## config.mk

```make
export PLATFORM = sky130hd
export DESIGN_NAME = cpmc_top
export DESIGN_NICKNAME = d
export VERILOG_FILES = /design/src/logic/cpmc_pkg.sv /design/src/logic/cpmc_wake_detect.sv /design/src/logic/cpmc_warmup.sv /design/src/logic/cpmc_top.sv
export SDC_FILE = /design/constraint.sdc
export NUM_CORES = 1
export LEC_CHECK = 0
export ABC_AREA = 1
export ABC_CLOCK_PERIOD_IN_PS = 2100
export BUFFER_PORTS_ARGS = -buffer_cell sky130_fd_sc_hd__buf_2
export CORE_UTILIZATION = 28
export CTS_CLUSTER_DIAMETER = 200
export DETAILED_ROUTE_END_ITERATION = 16
export SYNTH_ARGS = -nofsm -noshare
export SYNTH_HDL_FRONTEND = slang
export SYNTH_SLANG_ARGS = --single-unit
```

## constraint.sdc

```tcl
create_clock -name pclk -period 2.1 [get_ports pclk]
set_clock_uncertainty 0.2 [all_clocks]
set_input_delay 0.105 -clock pclk [delete_from_list [all_inputs] [get_ports pclk]]
set_output_delay 0.105 -clock pclk [all_outputs]
set_load 0.02 [all_outputs]
```

## src/logic/cpmc_pkg.sv

```systemverilog
// shared constants, types and states of the cpu power mode controller
// assumes one always-running clock pclk at 20 MHz and an APB register bus
//
// Function
// - halt with sleep select one enters sleep
// - halt with sleep select zero enters idle
// - normal clocks core and peripherals
// - idle stops core, keeps oscillator, peripherals
// - any enabled interrupt wakes idle
// - idle wake with global enable: service first
// - idle wake without global enable: resume directly
// - reset pin or watchdog time-out resets all
// - sleep switches the oscillator off
// - only wake pin (level or edge) or a reset source ends sleep
// - sleep wake waits a warm-up period
// - edge mode enters sleep with pin high
// - sleep ignores interrupts but records them
// - normal mode services enabled interrupts when global
package cpmc_pkg;

	// -------------------------------------------------------------------
	// register map, byte addresses
	// -------------------------------------------------------------------
	localparam logic [7:0] CPMC_MODE_CTRL_IDX = 8'h05;
	localparam logic [7:0] CPMC_MODE_CTRL_ADDR = 8'h14;
	localparam logic [7:0] CPMC_STATE_ADDR = 8'h00;
	localparam logic [7:0] CPMC_SRC_EN_ADDR = 8'h04;
	localparam logic [7:0] CPMC_PEND_ADDR = 8'h08;
	localparam logic [7:0] CPMC_EVT_ADDR = 8'h0c;
	localparam logic [7:0] CPMC_EVT_MASK_ADDR = 8'h10;

	// -------------------------------------------------------------------
	// field positions and reset values
	// -------------------------------------------------------------------
	localparam int CPMC_WAKE_SENS_BIT = 0;
	localparam int CPMC_SLEEP_SEL_BIT = 1;
	localparam int CPMC_ONE_BIT = 2;
	localparam int CPMC_FIELD_LSB = 4;
	localparam logic [7:0] CPMC_MODE_CTRL_RST = 8'h00;
	localparam logic [7:0] CPMC_MODE_CTRL_WMASK = 8'h73;
	localparam int CPMC_EVT_IDLE_WAKE = 0;
	localparam int CPMC_EVT_SLEEP_WAKE = 1;
	localparam int CPMC_EVT_SLEEP_REQ = 2;
	localparam int CPMC_EVT_FULL_RESET = 3;
	localparam int CPMC_EVT_W = 4;

	// -------------------------------------------------------------------
	// timing
	// -------------------------------------------------------------------
	localparam int CPMC_CLK_HZ = 20_000_000;
	localparam int CPMC_WARMUP_CYCLES = 16;

	typedef enum logic [1:0] {
		CPMC_NORMAL,
		CPMC_IDLE,
		CPMC_SLEEP,
		CPMC_WARMUP
	} cpmc_state_t;

	// clock gating controls towards the clock tree
	typedef struct packed {
		logic osc_en;
		logic core_en;
		logic periph_en;
	} cpmc_clk_t;

endpackage

```

## src/logic/cpmc_wake_detect.sv

```systemverilog
// sleep wake pin detector, level or rising-edge sensitive
// assumes the pin is synchronous to pclk and pclk never stops
`timescale 1ns/1ns
module cpmc_wake_detect
	import cpmc_pkg::*;
(
	// clock and reset
	input wire logic pclk,
	input wire logic presetn,
	// control
	input wire logic armed,
	input wire logic edge_mode,
	// pin and result
	input wire logic wake_pin,
	output logic wake
);

	logic pin_prev;

	// previous pin level for edge detection, kept running always
	always_ff @(posedge pclk or negedge presetn) begin
		if (!presetn) begin
			pin_prev <= 1'b1;
		end else begin
			pin_prev <= wake_pin;
		end
	end

	// only honoured while armed, runs on the always-on clock
	assign wake = armed && (edge_mode ? (wake_pin && !pin_prev) : wake_pin);

endmodule // cpmc_wake_detect

```

## src/logic/cpmc_warmup.sv

```systemverilog
// oscillator warm-up timer
// assumes start is a one-cycle pulse; done pulses once after the period
`timescale 1ns/1ns
module cpmc_warmup
	import cpmc_pkg::*;
#(
	parameter int CYCLES = CPMC_WARMUP_CYCLES
) (
	// clock and reset
	input wire logic pclk,
	input wire logic presetn,
	input wire logic clear,
	// control
	input wire logic start,
	output logic done
);

	logic [15:0] count;
	logic running;

	// count the period down, pulse done in the cycle after the count reaches zero
	always_ff @(posedge pclk or negedge presetn) begin
		if (!presetn) begin
			count <= 16'h0000;
			running <= 1'b0;
			done <= 1'b0;
		end else if (clear) begin
			count <= 16'h0000;
			running <= 1'b0;
			done <= 1'b0;
		end else begin
			done <= 1'b0;
			if (start) begin
				count <= 16'(CYCLES - 1);
				running <= 1'b1;
			end else if (running) begin
				if (count == 16'h0000) begin
					running <= 1'b0;
					done <= 1'b1;
				end else begin
					count <= count - 16'h0001;
				end
			end
		end
	end

endmodule // cpmc_warmup

```

## src/logic/cpmc_top.sv

```systemverilog
// cpu power mode controller: normal, idle and sleep with wake-up and reset
// assumes core signals and pins synchronous to pclk; APB slave without wait states
`timescale 1ns/1ns
module cpmc_top
	import cpmc_pkg::*;
#(
	parameter int PERIPH_W = 8,
	parameter int WARMUP = CPMC_WARMUP_CYCLES
) (
	// clock and reset
	input wire logic pclk,
	input wire logic presetn,
	// apb slave
	input wire logic [7:0] paddr,
	input wire logic psel,
	input wire logic penable,
	input wire logic pwrite,
	input wire logic [31:0] pwdata,
	output logic [31:0] prdata,
	output logic pready,
	output logic pslverr,
	// cpu core
	input wire logic halt_instruction,
	input wire logic global_irq_enable,
	input wire logic [PERIPH_W+1:0] irq_ack,
	output logic core_resume,
	output logic irq_service,
	// interrupt sources
	input wire logic [PERIPH_W-1:0] periph_irq,
	input wire logic wdt_irq,
	input wire logic ext_irq0_n,
	// reset sources and wake pin
	input wire logic reset_pin_n,
	input wire logic wdt_timeout,
	input wire logic sleep_wake_pin,
	// clock gating, reset and status
	output cpmc_clk_t clk_ctrl,
	output logic sys_reset,
	output cpmc_state_t mode,
	output logic irq
);

	localparam int SRC_W = PERIPH_W + 2;

	// -------------------------------------------------------------------
	// declarations
	// -------------------------------------------------------------------
	cpmc_state_t state;
	cpmc_state_t next_state;
	logic [7:0] mode_ctrl;
	logic [SRC_W-1:0] src_en;
	logic [SRC_W-1:0] pend;
	logic [SRC_W-1:0] src_req;
	logic [CPMC_EVT_W-1:0] evt;
	logic [CPMC_EVT_W-1:0] evt_mask;
	logic [CPMC_EVT_W-1:0] evt_set;
	logic ext0_prev;
	logic full_reset;
	logic wake_pin_hit;
	logic warm_done;
	logic irq_hit;
	logic wr_en;
	logic rd_setup;
	logic mapped;
	logic idle_wake;
	logic sleep_sel;
	logic wake_sens;
	logic [7:0] mode_ctrl_rd;

	assign sleep_sel = mode_ctrl[CPMC_SLEEP_SEL_BIT];
	assign wake_sens = mode_ctrl[CPMC_WAKE_SENS_BIT];
	assign full_reset = !reset_pin_n || wdt_timeout;

	// -------------------------------------------------------------------
	// interrupt request flags
	// -------------------------------------------------------------------

	// falling edge of the external interrupt pin
	always_ff @(posedge pclk or negedge presetn) begin
		if (!presetn) begin
			ext0_prev <= 1'b1;
		end else begin
			ext0_prev <= ext_irq0_n;
		end
	end

	assign src_req = {(ext0_prev && !ext_irq0_n), wdt_irq, periph_irq};

	// one sticky flag per source, set wins over the core's acknowledge
	generate
		for (genvar i = 0; i < SRC_W; i++) begin : g_pend
			always_ff @(posedge pclk or negedge presetn) begin
				if (!presetn) begin
					pend[i] <= 1'b0;
				end else if (full_reset) begin
					pend[i] <= 1'b0;
				end else if (src_req[i]) begin
					pend[i] <= 1'b1;
				end else if (irq_ack[i]) begin
					pend[i] <= 1'b0;
				end
			end
		end
	endgenerate

	assign irq_hit = |(pend & src_en);

	// -------------------------------------------------------------------
	// mode sequencing
	// -------------------------------------------------------------------
	cpmc_wake_detect u_wake (
		.pclk(pclk),
		.presetn(presetn),
		.armed(state == CPMC_SLEEP),
		.edge_mode(wake_sens),
		.wake_pin(sleep_wake_pin),
		.wake(wake_pin_hit)
	);

	cpmc_warmup #(
		.CYCLES(WARMUP)
	) u_warm (
		.pclk(pclk),
		.presetn(presetn),
		.clear(full_reset),
		.start(state == CPMC_SLEEP && wake_pin_hit),
		.done(warm_done)
	);

	assign idle_wake = (state == CPMC_IDLE) && irq_hit;

	// next mode from halt, interrupts and the wake pin
	always_comb begin
		next_state = state;
		case (state)
			CPMC_NORMAL: begin
				if (halt_instruction) begin
					next_state = sleep_sel ? CPMC_SLEEP : CPMC_IDLE;
				end
			end
			CPMC_IDLE: begin
				if (irq_hit) begin
					next_state = CPMC_NORMAL;
				end
			end
			CPMC_SLEEP: begin
				if (wake_pin_hit) begin
					next_state = CPMC_WARMUP;
				end
			end
			CPMC_WARMUP: begin
				if (warm_done) begin
					next_state = CPMC_NORMAL;
				end
			end
			default: begin
				next_state = CPMC_NORMAL;
			end
		endcase
		if (full_reset) begin
			next_state = CPMC_NORMAL;
		end
	end

	// mode register
	always_ff @(posedge pclk or negedge presetn) begin
		if (!presetn) begin
			state <= CPMC_NORMAL;
		end else begin
			state <= next_state;
		end
	end

	// clock enables follow the mode being entered
	always_ff @(posedge pclk or negedge presetn) begin
		if (!presetn) begin
			clk_ctrl <= '{osc_en: 1'b1, core_en: 1'b1, periph_en: 1'b1};
		end else begin
			case (next_state)
				CPMC_NORMAL: clk_ctrl <= '{osc_en: 1'b1, core_en: 1'b1, periph_en: 1'b1};
				CPMC_IDLE: clk_ctrl <= '{osc_en: 1'b1, core_en: 1'b0, periph_en: 1'b1};
				CPMC_SLEEP: clk_ctrl <= '{osc_en: 1'b0, core_en: 1'b0, periph_en: 1'b0};
				CPMC_WARMUP: clk_ctrl <= '{osc_en: 1'b1, core_en: 1'b0, periph_en: 1'b0};
				default: clk_ctrl <= '{osc_en: 1'b1, core_en: 1'b1, periph_en: 1'b1};
			endcase
		end
	end

	// resume and vector pulses towards the core
	always_ff @(posedge pclk or negedge presetn) begin
		if (!presetn) begin
			core_resume <= 1'b0;
			irq_service <= 1'b0;
			sys_reset <= 1'b0;
		end else begin
			sys_reset <= full_reset;
			core_resume <= !full_reset && (idle_wake || (state == CPMC_WARMUP && warm_done));
			irq_service <= !full_reset && global_irq_enable && irq_hit && state == CPMC_NORMAL && !halt_instruction
				|| !full_reset && global_irq_enable && idle_wake;
		end
	end

	assign mode = state;

	// -------------------------------------------------------------------
	// event status and interrupt output
	// -------------------------------------------------------------------
	assign evt_set[CPMC_EVT_IDLE_WAKE] = idle_wake;
	assign evt_set[CPMC_EVT_SLEEP_WAKE] = state == CPMC_WARMUP && warm_done;
	assign evt_set[CPMC_EVT_SLEEP_REQ] = state == CPMC_SLEEP && |src_req;
	assign evt_set[CPMC_EVT_FULL_RESET] = full_reset;

	// sticky events, written one clears, a new event wins
	always_ff @(posedge pclk or negedge presetn) begin
		if (!presetn) begin
			evt <= '0;
		end else begin
			evt <= (evt & ~((wr_en && paddr == CPMC_EVT_ADDR) ? pwdata[CPMC_EVT_W-1:0] : '0)) | evt_set;
		end
	end

	// level interrupt while an unmasked event is set
	always_ff @(posedge pclk or negedge presetn) begin
		if (!presetn) begin
			irq <= 1'b0;
		end else begin
			irq <= |(evt & evt_mask);
		end
	end

	// -------------------------------------------------------------------
	// apb slave
	// -------------------------------------------------------------------
	assign wr_en = psel && penable && pwrite;
	assign rd_setup = psel && !penable;
	assign pready = 1'b1;
	assign mapped = paddr == CPMC_MODE_CTRL_ADDR || paddr == CPMC_STATE_ADDR || paddr == CPMC_SRC_EN_ADDR
		|| paddr == CPMC_PEND_ADDR || paddr == CPMC_EVT_ADDR || paddr == CPMC_EVT_MASK_ADDR;
	assign mode_ctrl_rd = (mode_ctrl & CPMC_MODE_CTRL_WMASK) | (8'h01 << CPMC_ONE_BIT);

	// writable control registers
	always_ff @(posedge pclk or negedge presetn) begin
		if (!presetn) begin
			mode_ctrl <= CPMC_MODE_CTRL_RST;
			src_en <= '0;
			evt_mask <= '0;
		end else if (full_reset) begin
			mode_ctrl <= CPMC_MODE_CTRL_RST;
			src_en <= '0;
			evt_mask <= '0;
		end else if (wr_en) begin
			case (paddr)
				CPMC_MODE_CTRL_ADDR: mode_ctrl <= pwdata[7:0] & CPMC_MODE_CTRL_WMASK;
				CPMC_SRC_EN_ADDR: src_en <= pwdata[SRC_W-1:0];
				CPMC_EVT_MASK_ADDR: evt_mask <= pwdata[CPMC_EVT_W-1:0];
				default: mode_ctrl <= mode_ctrl;
			endcase
		end
	end

	// read data prepared in the setup cycle, error on unmapped address
	always_ff @(posedge pclk or negedge presetn) begin
		if (!presetn) begin
			prdata <= 32'h0000_0000;
			pslverr <= 1'b0;
		end else if (rd_setup) begin
			pslverr <= !mapped;
			case (paddr)
				CPMC_MODE_CTRL_ADDR: prdata <= {24'h00_0000, mode_ctrl_rd};
				CPMC_STATE_ADDR: prdata <= {30'h0000_0000, state};
				CPMC_SRC_EN_ADDR: prdata <= 32'(src_en);
				CPMC_PEND_ADDR: prdata <= 32'(pend);
				CPMC_EVT_ADDR: prdata <= 32'(evt);
				CPMC_EVT_MASK_ADDR: prdata <= 32'(evt_mask);
				default: prdata <= 32'h0000_0000;
			endcase
		end
	end

	// -------------------------------------------------------------------
	// assertions
	// -------------------------------------------------------------------
	sleep_entry_a: assert property (@(posedge pclk) disable iff (!presetn)
		state == CPMC_NORMAL && halt_instruction && sleep_sel && !full_reset |=> state == CPMC_SLEEP)
		else $error("halt with sleep select did not enter sleep");

	idle_entry_a: assert property (@(posedge pclk) disable iff (!presetn)
		state == CPMC_NORMAL && halt_instruction && !sleep_sel && !full_reset |=> state == CPMC_IDLE)
		else $error("halt without sleep select did not enter idle");

	normal_clocks_a: assert property (@(posedge pclk) disable iff (!presetn)
		state == CPMC_NORMAL |-> clk_ctrl.core_en && clk_ctrl.periph_en && clk_ctrl.osc_en)
		else $error("normal mode clocks not all on");

	idle_clocks_a: assert property (@(posedge pclk) disable iff (!presetn)
		state == CPMC_IDLE |-> !clk_ctrl.core_en && clk_ctrl.periph_en && clk_ctrl.osc_en)
		else $error("idle mode clocks wrong");

	idle_wake_a: assert property (@(posedge pclk) disable iff (!presetn)
		state == CPMC_IDLE && irq_hit |=> state == CPMC_NORMAL && clk_ctrl.core_en)
		else $error("enabled interrupt did not wake idle");

	idle_vector_a: assert property (@(posedge pclk) disable iff (!presetn)
		idle_wake && global_irq_enable && !full_reset |=> irq_service && core_resume)
		else $error("idle wake with global enable not serviced");

	idle_novector_a: assert property (@(posedge pclk) disable iff (!presetn)
		idle_wake && !global_irq_enable |=> !irq_service)
		else $error("idle wake without global enable vectored");

	full_reset_a: assert property (@(posedge pclk) disable iff (!presetn)
		full_reset |=> state == CPMC_NORMAL && sys_reset && mode_ctrl == CPMC_MODE_CTRL_RST)
		else $error("reset source did not force normal mode");

	sleep_osc_a: assert property (@(posedge pclk) disable iff (!presetn)
		state == CPMC_SLEEP |-> !clk_ctrl.osc_en && !clk_ctrl.core_en && !clk_ctrl.periph_en)
		else $error("oscillator running in sleep");

	sleep_hold_a: assert property (@(posedge pclk) disable iff (!presetn)
		state == CPMC_SLEEP && !wake_pin_hit && !full_reset |=> state == CPMC_SLEEP)
		else $error("sleep left without wake pin");

	warmup_wait_a: assert property (@(posedge pclk) disable iff (!presetn)
		state == CPMC_SLEEP && wake_pin_hit && !full_reset |=> state == CPMC_WARMUP ##1 (state == CPMC_WARMUP || sys_reset))
		else $error("sleep wake skipped warm-up");

	pin_ignored_a: assert property (@(posedge pclk) disable iff (!presetn)
		(state == CPMC_IDLE && !irq_hit || state == CPMC_NORMAL && !halt_instruction) && !full_reset
		|=> state == $past(state))
		else $error("wake pin acted outside sleep");

	warmup_clocks_a: assert property (@(posedge pclk) disable iff (!presetn)
		state == CPMC_WARMUP |-> clk_ctrl.osc_en && !clk_ctrl.core_en)
		else $error("warm-up clocks wrong");

	global_gate_a: assert property (@(posedge pclk) disable iff (!presetn)
		state == CPMC_NORMAL && !global_irq_enable |=> !irq_service)
		else $error("interrupt serviced without global enable");

	sleep_quiet_a: assert property (@(posedge pclk) disable iff (!presetn)
		state == CPMC_SLEEP |=> !irq_service && !core_resume)
		else $error("core woken from sleep by interrupt");

	edge_entry_a: assert property (@(posedge pclk) disable iff (!presetn)
		state == CPMC_NORMAL && halt_instruction && sleep_sel && wake_sens && sleep_wake_pin && !full_reset
		|=> state == CPMC_SLEEP ##1 (state == CPMC_SLEEP || sys_reset))
		else $error("edge sleep not held with pin high");

endmodule // cpmc_top

```

==> PnR_summary.wiki, run 1 <==
{| class="wikitable"
! Metric !! Value
|-
| Outcome || complete, no violations
|-
| Area of the multi-input gates || around 0.0018 mm²
|-
| Wire length per cell after detailed routing || roughly 12 µm
|-
| Drc violations || 0
|-
| Primary FF master, synth || dfrtp_1
|-
| FF-to-FF setup slack || about 0.25 ns
|-
| Final sum of negative setup slack || 0 ns
|-
| Clock tree from TritonCTS || built
|-
| End of the worst hold path || prdata[9]
|-
| Startpoint type of the worst setup path || input port
|-
| Leading cell types in the layout, fill and taps excluded || 154 x nand2_1, 68 x dfrtp_1, 67 x buf_2
|-
| Port bufs || 67
|-
| Total count of max-transition violations in the final report || 0
|-
| Clk root buf || clkbuf_16
|-
| Kind of end point of the critical path || flop
|-
| Number of vias in the routed layout || about 3600
|-
| Share of flip-flops with an asynchronous set or reset after synthesis || 1.00
|-
| Headroom to the max-slew limit || 0.628
|-
| Clock Power Share || 0.471
|-
| Chain of cells forming the critical path || dlygate4sd3_1 -> buf_2 -> or3_1 -> o21ai_0 -> nand2_1 -> dlygate4sd3_1
|-
| RSZ-0062 raised after global routing || no
|-
| Combinational share of power || 0.108
|-
| I/O pin total || 113
|-
| Net total in the final layout || 701
|-
| Final standard cell count with taps included and fillers excluded || around 800
|-
| Final core utilization || 0.373
|-
| Type of the setup path with the least slack || in -> reg
|-
| Placed instance count || 763
|-
| Fraction of power spent switching nets || 0.249
|-
| Antenna-violating nets left || 0
|-
| Antenna violations before repair || 0
|-
| Fraction of the cycle the final worst path needs || 0.948
|-
| Fraction of power consumed by sequential logic || 0.422
|-
| Cell leakage power || between 2 and 3 nW
|-
| Synthesized netlist cell count || approximately 510
|-
| Vert. Die Dim || around 120 µm
|-
| Total of endpoints with negative setup slack in the final report || 0
|-
| Final-layout fill cell count || 1447
|-
| Maximum number of pins on one net before global-route repair || 31
|-
| Share of post-route cells with drive strength above 1 || 0.227
|-
| Floorplan Core Area || about 0.014 mm²
|-
| Setup Buffers After CTS || 0
|-
| Count of cells along the worst hold path || 5
|-
| Clock network latency to the later pin of the worst-skew pair || between 0.3 and 0.4 ns
|-
| Floorplan row count || 43
|-
| Layout-stage area growth over the synthesis result || 30.3%
|-
| Arrival @ worst endpoint || between 2 and 2.5 ns
|-
| Number of synthesized flops with an enable pin || 0
|-
| Mean cell area of the mapped netlist || 7.70 µm²
|-
| Final Total Pwr || 3.52 mW
|-
| Via count of the first global-routing pass || 3403
|-
| Area taken by flip-flops and latches || approximately 0.0018 mm²
|-
| Violation count after the first detailed-routing iteration || 218
|-
| GRT Total Usage || 0.147
|-
| Gr ovfl total || 0
|-
| Max incr delay on CP || between 0.5 and 0.6 ns
|-
| Largest vdd supply drop || between 0.2 and 0.3 mV
|-
| Share of the yosys chip area belonging to registers || 0.463
|-
| Yosys warning total || 0
|-
| Cell-internal power || between 2 and 3 mW
|-
| Clock sink count || 73
|-
| Max FO, Critical Path || 2
|-
| Top delay family on crit path || buffers and inverters
|-
| Post-cts gate resize count || 0
|-
| Diode insertion count for antenna repair || 0
|-
| Via/cell ratio || around 4.4
|-
| Pre-Repair DR Iteration Count || 4
|-
| Die Area || 0.0146 mm²
|-
| Worst slew pin tran || roughly 0.56 ns
|-
| Number of cells on the worst reg-to-reg path || 9
|-
| Final critical path time including I/O delays and setup || approximately 2.0 ns
|-
| Count of buffer and inverter cells on the critical path || 3
|-
| Required arrival time at the worst endpoint || about 2.1 ns
|-
| Combined area of all synthesized cells || 0.00396 mm²
|-
| Least setup slack across all paths after layout || between 0.1 and 0.15 ns
|-
| HPWL Detailed || between 7000 and 8000 µm
|-
| First-pass GRT wire length || around 17000 µm
|-
| Clock slew at reported path FFs || approximately 0.06 ns
|-
| Terminus of the critical flop-to-flop path || u_warm.count[14]
|-
| Routed wire length || between 9000 and 10000 µm
|-
| Startpoint of the lowest-slack hold path || penable
|-
| Most common cell type on the critical path || dlygate4sd3_1
|-
| Max Buffers Root-to-Sink || 2
|-
| Class of the most critical hold timing path || in -> reg
|-
| Power per cell area || just under 700 mW/mm²
|-
| Worst Setup Slack post-DPL || 0.300 ns
|-
| Max capacitance violation total || 0
|-
| Number of synthesized register bits || 73
|-
| Commonest non-fill, non-tap cell in the layout || nand2_1
|-
| Initial Utilization || 0.286
|-
| Width of the die || 121 µm
|-
| CP max-delay cell || dlygate4sd3_1
|-
| Net switching component of the power || 0.877 mW
|-
| Timing-limited maximum frequency || around 0.50 GHz
|-
| Routability Congestion || ~0.83
|-
| Crit Reg-Reg Startpoint || u_warm.count[0]
|-
| Post-synth cell types || 38
|-
| Hold violation count in the final report || 0
|-
| Number of CTS-inserted buffers || 9
|-
| H-Tree Level Count || 3
|}
==> how the worst max path moves through the flow <==
stage	end	from	slack, ns	cells after the start
2_1_floorplan	u_warm.count[14]	u_warm.count[0]	0.43	9
3_3_place_gp	u_warm.count[14]	u_warm.count[0]	0.34	9
3_5_place_dp	u_warm.count[14]	u_warm.count[0]	0.30	9
4_1_cts	evt[2]	periph_irq[7]	0.11	6
5_1_grt	u_warm.count[14]	u_warm.count[0]	0.06	9
6_report	evt[2]	periph_irq[7]	0.11	6
==> cells by family (layout without fill, tap and decap cells) <==
kind of cell	count (synthesis)	in the layout	share of synthesized area
adders and majority gates	2	2	0.00632
DFF	73	73	0.463
buffers and inverters	93	192	0.114
AOI/OAI and AO/OA	62	62	0.0907
and+or+nand+nor	281	281	0.322
other	2	23	0.00190
xor gates and xnor gates	1	1	0.00221
==> timing repair <==
| action | CTS | global route |
|---|---|---|
| hold endpoints to repair | 112 | 0 |
| hold buffers | 35 | 0 |
| endpoints found under the setup margin | 0 | 0 |
==> synth_stat cells (all sizes together), types with 4 or more instances <==
master  count  share of area
inv        62          0.059
nor2       60          0.064
nand4       6         0.0095
dfrtp      68           0.43
o22ai       4         0.0063
dfstp       5          0.033
nor3        7          0.010
nand3      43          0.070
nand2     160           0.16
a21oi      16          0.022
o21ai      40          0.058
buf        27          0.051
==> worst reg2reg max path: stages, from the launching register on <==
cell and delay (ns):
dfrtp_1 0.39, inv_1 0.10, ha_1 0.21, nand3_1 0.12
buf_4 0.16, nor2_1 0.11, nand3_1 0.08, o21ai_0 0.20
nand3_1 0.14, o21ai_2 0.07
==> sequential cells by signal, summed over array words and instances, names as in the netlist <==
register,count
sys_reset,1
mode_ctrl,5
u_warm.done,1
u_warm.count,16
prdata,10
pslverr,1
evt_mask,4
src_en,10
u_warm.running,1
u_wake.pin_prev,1
irq,1
pend,10
mode,2
core_resume,1
irq_service,1
ext0_prev,1
clk_ctrl,3
evt,4
==> stage by stage <==
step,hold WS [ns],area (µm²)
2_1_floorplan,-0.391,4040
3_3_place_gp,-0.0761,4490
3_5_place_dp,-0.0679,4490
4_1_cts,0.00665,5160
5_1_grt,0.0543,5160
6_report,0.0168,5160
==> routing by layer <==
metal  routed length, µm  GRT usage  vias up
met1                4530      0.186     1686
met5                   0          0        -
met4                 116     0.0486        0
met3                 498     0.0362       11
li1                    -          -     1814
met2                4770      0.244       82
==> layout make-up <==
cell class	instances	area share
repair buffers	112	0.152
clock buffers	9	0.0437
inverters	64	0.0468
flip-flops and latches	73	0.355
clock inverters	7	0.0184
well taps	180	0.0437
multi-input cells	369	0.340
==> power by group through the flow <==
stage / combinational (mW) / clock (mW) / sequential [mW]
6_report: 0.379 / 1.66 / 1.49
5_1_grt: 0.423 / 1.75 / 1.49
4_1_cts: 0.383 / 1.70 / 1.49
3_5_place_dp: 0.322 / 0 / 1.51
3_3_place_gp: 0.320 / 0 / 1.51
2_1_floorplan: 0.190 / 0 / 1.52
(Power assumes the default switching activity.)
==> run 2: changes to the inputs <==
--- a/config.mk
+++ b/config.mk
@@ -9,8 +9,10 @@
 export ABC_CLOCK_PERIOD_IN_PS = 2100
 export BUFFER_PORTS_ARGS = -buffer_cell sky130_fd_sc_hd__buf_2
 export CORE_UTILIZATION = 28
+export CTS_BUF_LIST = sky130_fd_sc_hd__clkbuf_4
 export CTS_CLUSTER_DIAMETER = 200
 export DETAILED_ROUTE_END_ITERATION = 16
+export SLEW_MARGIN = 20
 export SYNTH_ARGS = -nofsm -noshare
 export SYNTH_HDL_FRONTEND = slang
 export SYNTH_SLANG_ARGS = --single-unit
==> constraint.sdc (replaced) <==
create_clock -name pclk -period 2.1 [get_ports pclk]
set_clock_uncertainty 0.2 [all_clocks]
set_input_delay 0.21 -clock pclk [delete_from_list [all_inputs] [get_ports pclk]]
set_output_delay 0.21 -clock pclk [all_outputs]
set_load 0.02 [all_outputs]
==> run 2 against run 1 <==
  * Final area down 3.3%
  * Utilization down 1.2 points
  * Wire length about the same
  * Worst setup slack better by 0.077 ns
  * Largest cell class unchanged
==> PnR_summary.wiki, run 2 (synthesis results as in run 1) <==
{| class="wikitable"
! Metric !! Value
|-
| Drc violations || 0
|-
| Clock tree from TritonCTS || built
|-
| HPWL Detailed || about 7400 µm
|-
| Clock slew at reported path FFs || between 0.1 and 0.15 ns
|-
| Max capacitance violation total || 0
|-
| Required arrival time at the worst endpoint || about 2.3 ns
|-
| Arrival @ worst endpoint || about 2.1 ns
|-
| Commonest non-fill, non-tap cell in the layout || nand2_1
|-
| Fraction of the cycle the final worst path needs || 0.911
|-
| Least setup slack across all paths after layout || around 0.19 ns
|-
| Floorplan row count || 43
|-
| Width of the die || around 120 µm
|-
| I/O pin total || 113
|-
| Final sum of negative setup slack || 0 ns
|-
| Routed wire length || between 9000 and 10000 µm
|-
| Outcome || complete, no violations
|-
| Vert. Die Dim || between 100 and 150 µm
|-
| Post-Layout Inst Area || around 0.005 mm²
|-
| RSZ-0062 raised after global routing || no
|-
| Antenna violations before repair || 0
|-
| Worst Setup Slack post-DPL || 0.219 ns
|-
| Area after DPL || 0.00446 mm²
|-
| Hold violation count in the final report || 0
|-
| Clock sink count || 73
|-
| Total of endpoints with negative setup slack in the final report || 0
|-
| Number of vias in the routed layout || about 3500
|-
| Startpoint type of the worst setup path || input port
|-
| Share of post-route cells with drive strength above 1 || 0.224
|-
| First-pass GRT wire length || ~17000 µm
|-
| Routability Congestion || a little under 0.8
|-
| Wire length per cell after detailed routing || ~12 µm
|-
| Via/cell ratio || ~4.3
|-
| Maximum number of pins on one net before global-route repair || 40
|-
| Via count of the first global-routing pass || between 3000 and 4000
|-
| Gr ovfl total || 0
|-
| Initial Utilization || 0.286
|-
| Fin Hold WS || between 0.03 and 0.04 ns
|-
| Power per cell area || roughly 560 mW/mm²
|-
| Number of flip-flops under the largest register name || 16
|-
| Final critical path time including I/O delays and setup || between 1.5 and 2 ns
|-
| Layout-stage area growth over the synthesis result || 25.9%
|-
| Largest vdd supply drop || ~0.24 mV
|-
| Reg with most FFs || u_warm.count
|-
| Worst slew pin tran || between 0.5 and 0.6 ns
|-
| Clk root buf || clkbuf_4
|-
| Max incr delay on CP || between 0.5 and 0.6 ns
|-
| Max FO, Critical Path || 12
|-
| Final standard cell count with taps included and fillers excluded || 815
|-
| Net total in the final layout || between 700 and 800
|-
| Headroom to the max-slew limit || 0.657
|-
| Violation count after the first detailed-routing iteration || about 130
|-
| Antenna-violating nets left || 0
|-
| GRT Total Usage || 0.148
|-
| Number of CTS-inserted buffers || 9
|-
| Leading cell types in the layout, fill and taps excluded || 154 x nand2_1, 68 x dfrtp_1, 67 x buf_2
|-
| Die Area || 0.0146 mm²
|-
| Chain of cells forming the critical path || dlygate4sd3_1 -> buf_2 -> nor2_4 -> inv_1 -> a21oi_1 -> nand2_1 -> o21ai_0
|-
| Max Buffers Root-to-Sink || 2
|-
| Port bufs || 67
|-
| Placed instance count || 761
|-
| Kind of end point of the critical path || flop
|-
| Diode insertion count for antenna repair || 0
|-
| H-Tree Level Count || 3
|-
| Clock network latency to the later pin of the worst-skew pair || 0.46 ns
|-
| CP max-delay cell || dlygate4sd3_1
|-
| Pre-Repair DR Iteration Count || 4
|-
| Timing-limited maximum frequency || 0.523 GHz
|-
| Class of the most critical hold timing path || in -> reg
|-
| Type of the setup path with the least slack || in -> reg
|-
| Post-cts gate resize count || 0
|-
| Floorplan Core Area || around 0.014 mm²
|-
| Total count of max-transition violations in the final report || 0
|-
| Cell leakage power || roughly 2.6 nW
|}
==> run 2: cell type report <==
type	count	area (µm²)
fill	1459	8840
multi-input combinational	369	1750
tap	180	225
timing repair buffer	113	788
clock buffer	10	75.1
clock inverter	6	70.1
inverter	64	241
sequential	73	1830
==> run 2: repair_timing <==
action,in CTS,in global routing
hold buffers,38,0
endpoints found under the hold margin,125,0
setup buffers,0,0
==> run 2: critical path: cells and delay by family <==
family	cells	cell delay [ns]
AO/OA/AOI/OAI	2	0.57
buffers and inverters	3	0.95
AND/OR/NAND/NOR	2	0.35
==> run 2: through the flow <==
| stage | power, mW | util |
|---|---|---|
| after floorplan | 1.71 | - |
| after global placement | 1.83 | 0.323 |
| after detailed placement | 1.83 | 0.323 |
| after CTS | 2.83 | 0.361 |
| after global routing | 2.94 | 0.361 |
| final | 2.80 | 0.361 |
==> run 2: power breakdown <==
group / internal, mW / switching, mW / leakage (nW)
Clock: 0.379 / 0.566 / 0.0688
Sequential: 1.45 / 0.0308 / 0.959
Combinational: 0.145 / 0.226 / 1.54
Total: 1.98 / 0.823 / 2.57
==> run 2: path summary, 6_finish.rpt <==
kind / start / endpoint / slack [ns] / depth (start not counted)
worst max-delay path: wdt_timeout / evt_mask[3] / 0.19 / 7
worst min-delay path: paddr[2] / prdata[9] / 0.04 / 6
worst max register to register: u_warm.count[0] / u_warm.count[14] / 0.22 / 9
worst min register to register: pslverr / pslverr / 0.29 / 2
max in group asynchronous: presetn / u_wake.pin_prev / 1.00 / 3
min in group asynchronous: presetn / evt[0] / 0.05 / 2
==> run 2: per-layer routing <==
metal	wire, µm	global-route usage
met5	0	0
met1	4480	0.183
met2	4810	0.254
met3	448	0.0367
met4	167	0.0463
==> run 3: changes to the inputs <==
--- a/config.mk
+++ b/config.mk
@@ -6,11 +6,10 @@
 export NUM_CORES = 1
 export LEC_CHECK = 0
 export ABC_AREA = 1
-export ABC_CLOCK_PERIOD_IN_PS = 2100
+export ABC_CLOCK_PERIOD_IN_PS = 1700
 export BUFFER_PORTS_ARGS = -buffer_cell sky130_fd_sc_hd__buf_2
 export CORE_UTILIZATION = 28
 export CTS_BUF_LIST = sky130_fd_sc_hd__clkbuf_4
-export CTS_CLUSTER_DIAMETER = 200
 export DETAILED_ROUTE_END_ITERATION = 16
 export SLEW_MARGIN = 20
 export SYNTH_ARGS = -nofsm -noshare
==> constraint.sdc (replaced) <==
create_clock -name pclk -period 1.7 [get_ports pclk]
set_clock_uncertainty 0.2 [all_clocks]
set_input_delay 0.17 -clock pclk [delete_from_list [all_inputs] [get_ports pclk]]
set_output_delay 0.17 -clock pclk [all_outputs]
set_load 0.02 [all_outputs]
==> run 3 against run 2 <==
  * First-iteration DRC count is 23% higher
  * Largest power group unchanged
  * Via count is 2.4% higher
  * Cell count is 3.6% higher
  * Critical path depth is 2 higher
  * Critical endpoint is now u_warm.count[15]
  * Combinational power is 33% higher
  * Sequential power is 24% higher
  * Clock power is 30% higher
  * Worst hold slack worse by 0.024 ns
  * Utilization is 2.5 points higher
==> PnR_summary.wiki, run 3 (synthesis results as in run 1) <==
{| class="wikitable"
! Metric !! Value
|-
| Outcome || complete, no violations
|-
| Placed instance count || 787
|-
| Worst slew pin tran || between 0.5 and 0.6 ns
|-
| Via/cell ratio || approximately 4.3
|-
| Count of cells along the worst hold path || 6
|-
| Reg with most FFs || u_warm.count
|-
| Routability Congestion || roughly 0.8
|-
| Max capacitance violation total || 0
|-
| Clock tree from TritonCTS || built
|-
| Power per cell area || between 600 and 700 mW/mm²
|-
| Timing-limited maximum frequency || approximately 0.59 GHz
|-
| Logic depth of the worst path, buffers included || 9
|-
| Most common cell type on the critical path || nand2_2
|-
| Number of CTS-inserted buffers || 9
|-
| Largest vdd supply drop || 0.289 mV
|-
| Leading cell types in the layout, fill and taps excluded || 153 x nand2_1, 68 x dfrtp_1, 67 x buf_2
|-
| Worst Setup Slack post-DPL || -0.0327 ns
|-
| Max FO, Critical Path || 4
|-
| Kind of end point of the critical path || flop
|-
| HPWL Detailed || about 7500 µm
|-
| Terminus of the critical flop-to-flop path || u_warm.count[15]
|-
| Drc violations || 0
|-
| Wire length per cell after detailed routing || 12.1 µm
|-
| Max incr delay on CP || around 0.4 ns
|-
| Clock slew at reported path FFs || 0.13 ns
|-
| H-Tree Level Count || 3
|-
| Vert. Die Dim || roughly 120 µm
|-
| Layout-stage area growth over the synthesis result || 34.5%
|-
| Post-Layout Inst Area || roughly 0.0053 mm²
|-
| RSZ-0062 raised after global routing || yes
|-
| Required arrival time at the worst endpoint || 1.86 ns
|-
| Commonest non-fill, non-tap cell in the layout || nand2_1
|-
| Number of flip-flops under the largest register name || 16
|-
| Total count of max-transition violations in the final report || 0
|-
| Fraction of the cycle the final worst path needs || 0.998
|-
| Maximum number of pins on one net before global-route repair || 23
|-
| Final standard cell count with taps included and fillers excluded || 844
|-
| Width of the die || roughly 120 µm
|-
| Area after DPL || about 0.0047 mm²
|-
| Pre-Repair DR Iteration Count || 4
|-
| Hold violation count in the final report || 0
|-
| Clock network latency to the later pin of the worst-skew pair || 0.43 ns
|-
| Initial Utilization || 0.286
|-
| Number of cells on the worst reg-to-reg path || 9
|-
| Diode insertion count for antenna repair || 0
|-
| Setup crit end || u_warm.count[15]
|-
| Floorplan row count || between 40 and 50
|-
| Die Area || 0.0146 mm²
|-
| Violation count after the first detailed-routing iteration || about 160
|-
| Share of post-route cells with drive strength above 1 || 0.274
|-
| FF-to-FF setup slack || about 0.0029 ns
|-
| Net total in the final layout || roughly 730
|-
| Via count of the first global-routing pass || ~3500
|-
| Type of the setup path with the least slack || reg -> reg
|-
| Total of endpoints with negative setup slack in the final report || 0
|-
| Count of buffer and inverter cells on the critical path || 2
|-
| CP max-delay cell || dfrtp_1
|-
| Port bufs || 67
|-
| First-pass GRT wire length || approximately 17000 µm
|-
| Headroom to the max-slew limit || 0.660
|-
| Top delay family on crit path || simple AND/OR/NAND/NOR gates
|-
| GRT Total Usage || 0.149
|-
| Critical path launch point || u_warm.count[0]
|-
| Floorplan Core Area || 0.0138 mm²
|-
| Number of vias in the routed layout || 3620
|-
| Max Buffers Root-to-Sink || 2
|-
| I/O pin total || ~110
|-
| Chain of cells forming the critical path || inv_2 -> ha_4 -> nand3_2 -> nor3_2 -> nand2_2 -> nand2_2 -> nand3_4 -> buf_4 -> o21ai_2
|-
| Final core utilization || 0.385
|-
| Clk root buf || clkbuf_4
|-
| Routed wire length || slightly above 10000 µm
|-
| Startpoint type of the worst setup path || flop
|-
| Final sum of negative setup slack || 0 ns
|-
| Cell leakage power || 2.77 nW
|-
| Crit Reg-Reg Startpoint || u_warm.count[0]
|-
| Antenna-violating nets left || 0
|-
| Class of the most critical hold timing path || in -> reg
|-
| Gr ovfl total || 0
|-
| Clock sink count || 73
|-
| Final critical path time including I/O delays and setup || 1.70 ns
|-
| Antenna violations before repair || 0
|-
| Least setup slack across all paths after layout || about 0.003 ns
|-
| Arrival @ worst endpoint || approximately 1.9 ns
|}
## run 3: cell count changes in the layout (fill, tap and decap cells not counted), moves of 2 or more
cell	delta
inv_2	+2
o21ai_2	+2
nand3_4	+2
nand3_1	-2
clkinvlp_4	-3
buf_4	+24
dlygate4sd3_1	+2
clkinv_2	+2
nor2_1	-4
nor2_4	+3
buf_6	+2
inv_1	-3
## run 3: routing by layer
layer | wire length [µm] | up-vias | global-route usage
met5 | 0 | - | 0
met4 | 175 | 0 | 0.0471
met3 | 395 | 14 | 0.0399
met2 | 4970 | 87 | 0.248
met1 | 4670 | 1643 | 0.188
li1 | - | 1876 | -
## run 3: how the worst min path moves through the flow
stage	startpoint	endpoint	slack (ns)
floorplan	presetn	core_resume	-0.33
global placement	presetn	u_warm.count[2]	-0.04
detailed placement	presetn	u_warm.count[2]	-0.05
CTS	psel	prdata[8]	0.0006
global route	psel	prdata[3]	0.04
finish	psel	prdata[3]	0.02
## run 3: metrics by stage
stage / hold WS (ns) / total power [mW]
detailed placement: -0.0508 / 2.28
global placement: -0.0396 / 2.28
floorplan: -0.326 / 2.12
global route: 0.0369 / 3.75
finish: 0.0157 / 3.56
CTS: 0.000583 / 3.60
## run 3: worst register-to-register path: cells and delay by family (launching register included)
kind	cells	cell delay, ns
buf+inv	2	0.27
compound gates	1	0.10
simple gates	5	0.54
flops	1	0.40
fa+ha+maj	1	0.14
## run 3: timing repair
item	in CTS	in global routing
buffers inserted	0	1
gates resized for setup	2	23
pin swaps	1	5
setup endpoints to repair	4	22
cloned	0	0
hold buffers	40	0
hold endpoints to repair	126	0
## run 3: layout make-up
class	instances	area, µm²
Clock buffer	10	75.1
Clock inverter	6	82.6
Fill cell	1400	8500
Inverter	64	244
Multi-Input combinational cell	369	1840
Sequential cell	73	1830
Tap cell	180	225
Timing Repair Buffer	142	1030
## run 3: where the power goes
part,leakage (nW),total (mW),switching [mW],internal (mW)
clock,0.0878,1.23,0.623,0.606
sequential,0.959,1.83,0.0365,1.80
combinational,1.72,0.495,0.294,0.201
total,2.77,3.56,0.954,2.60
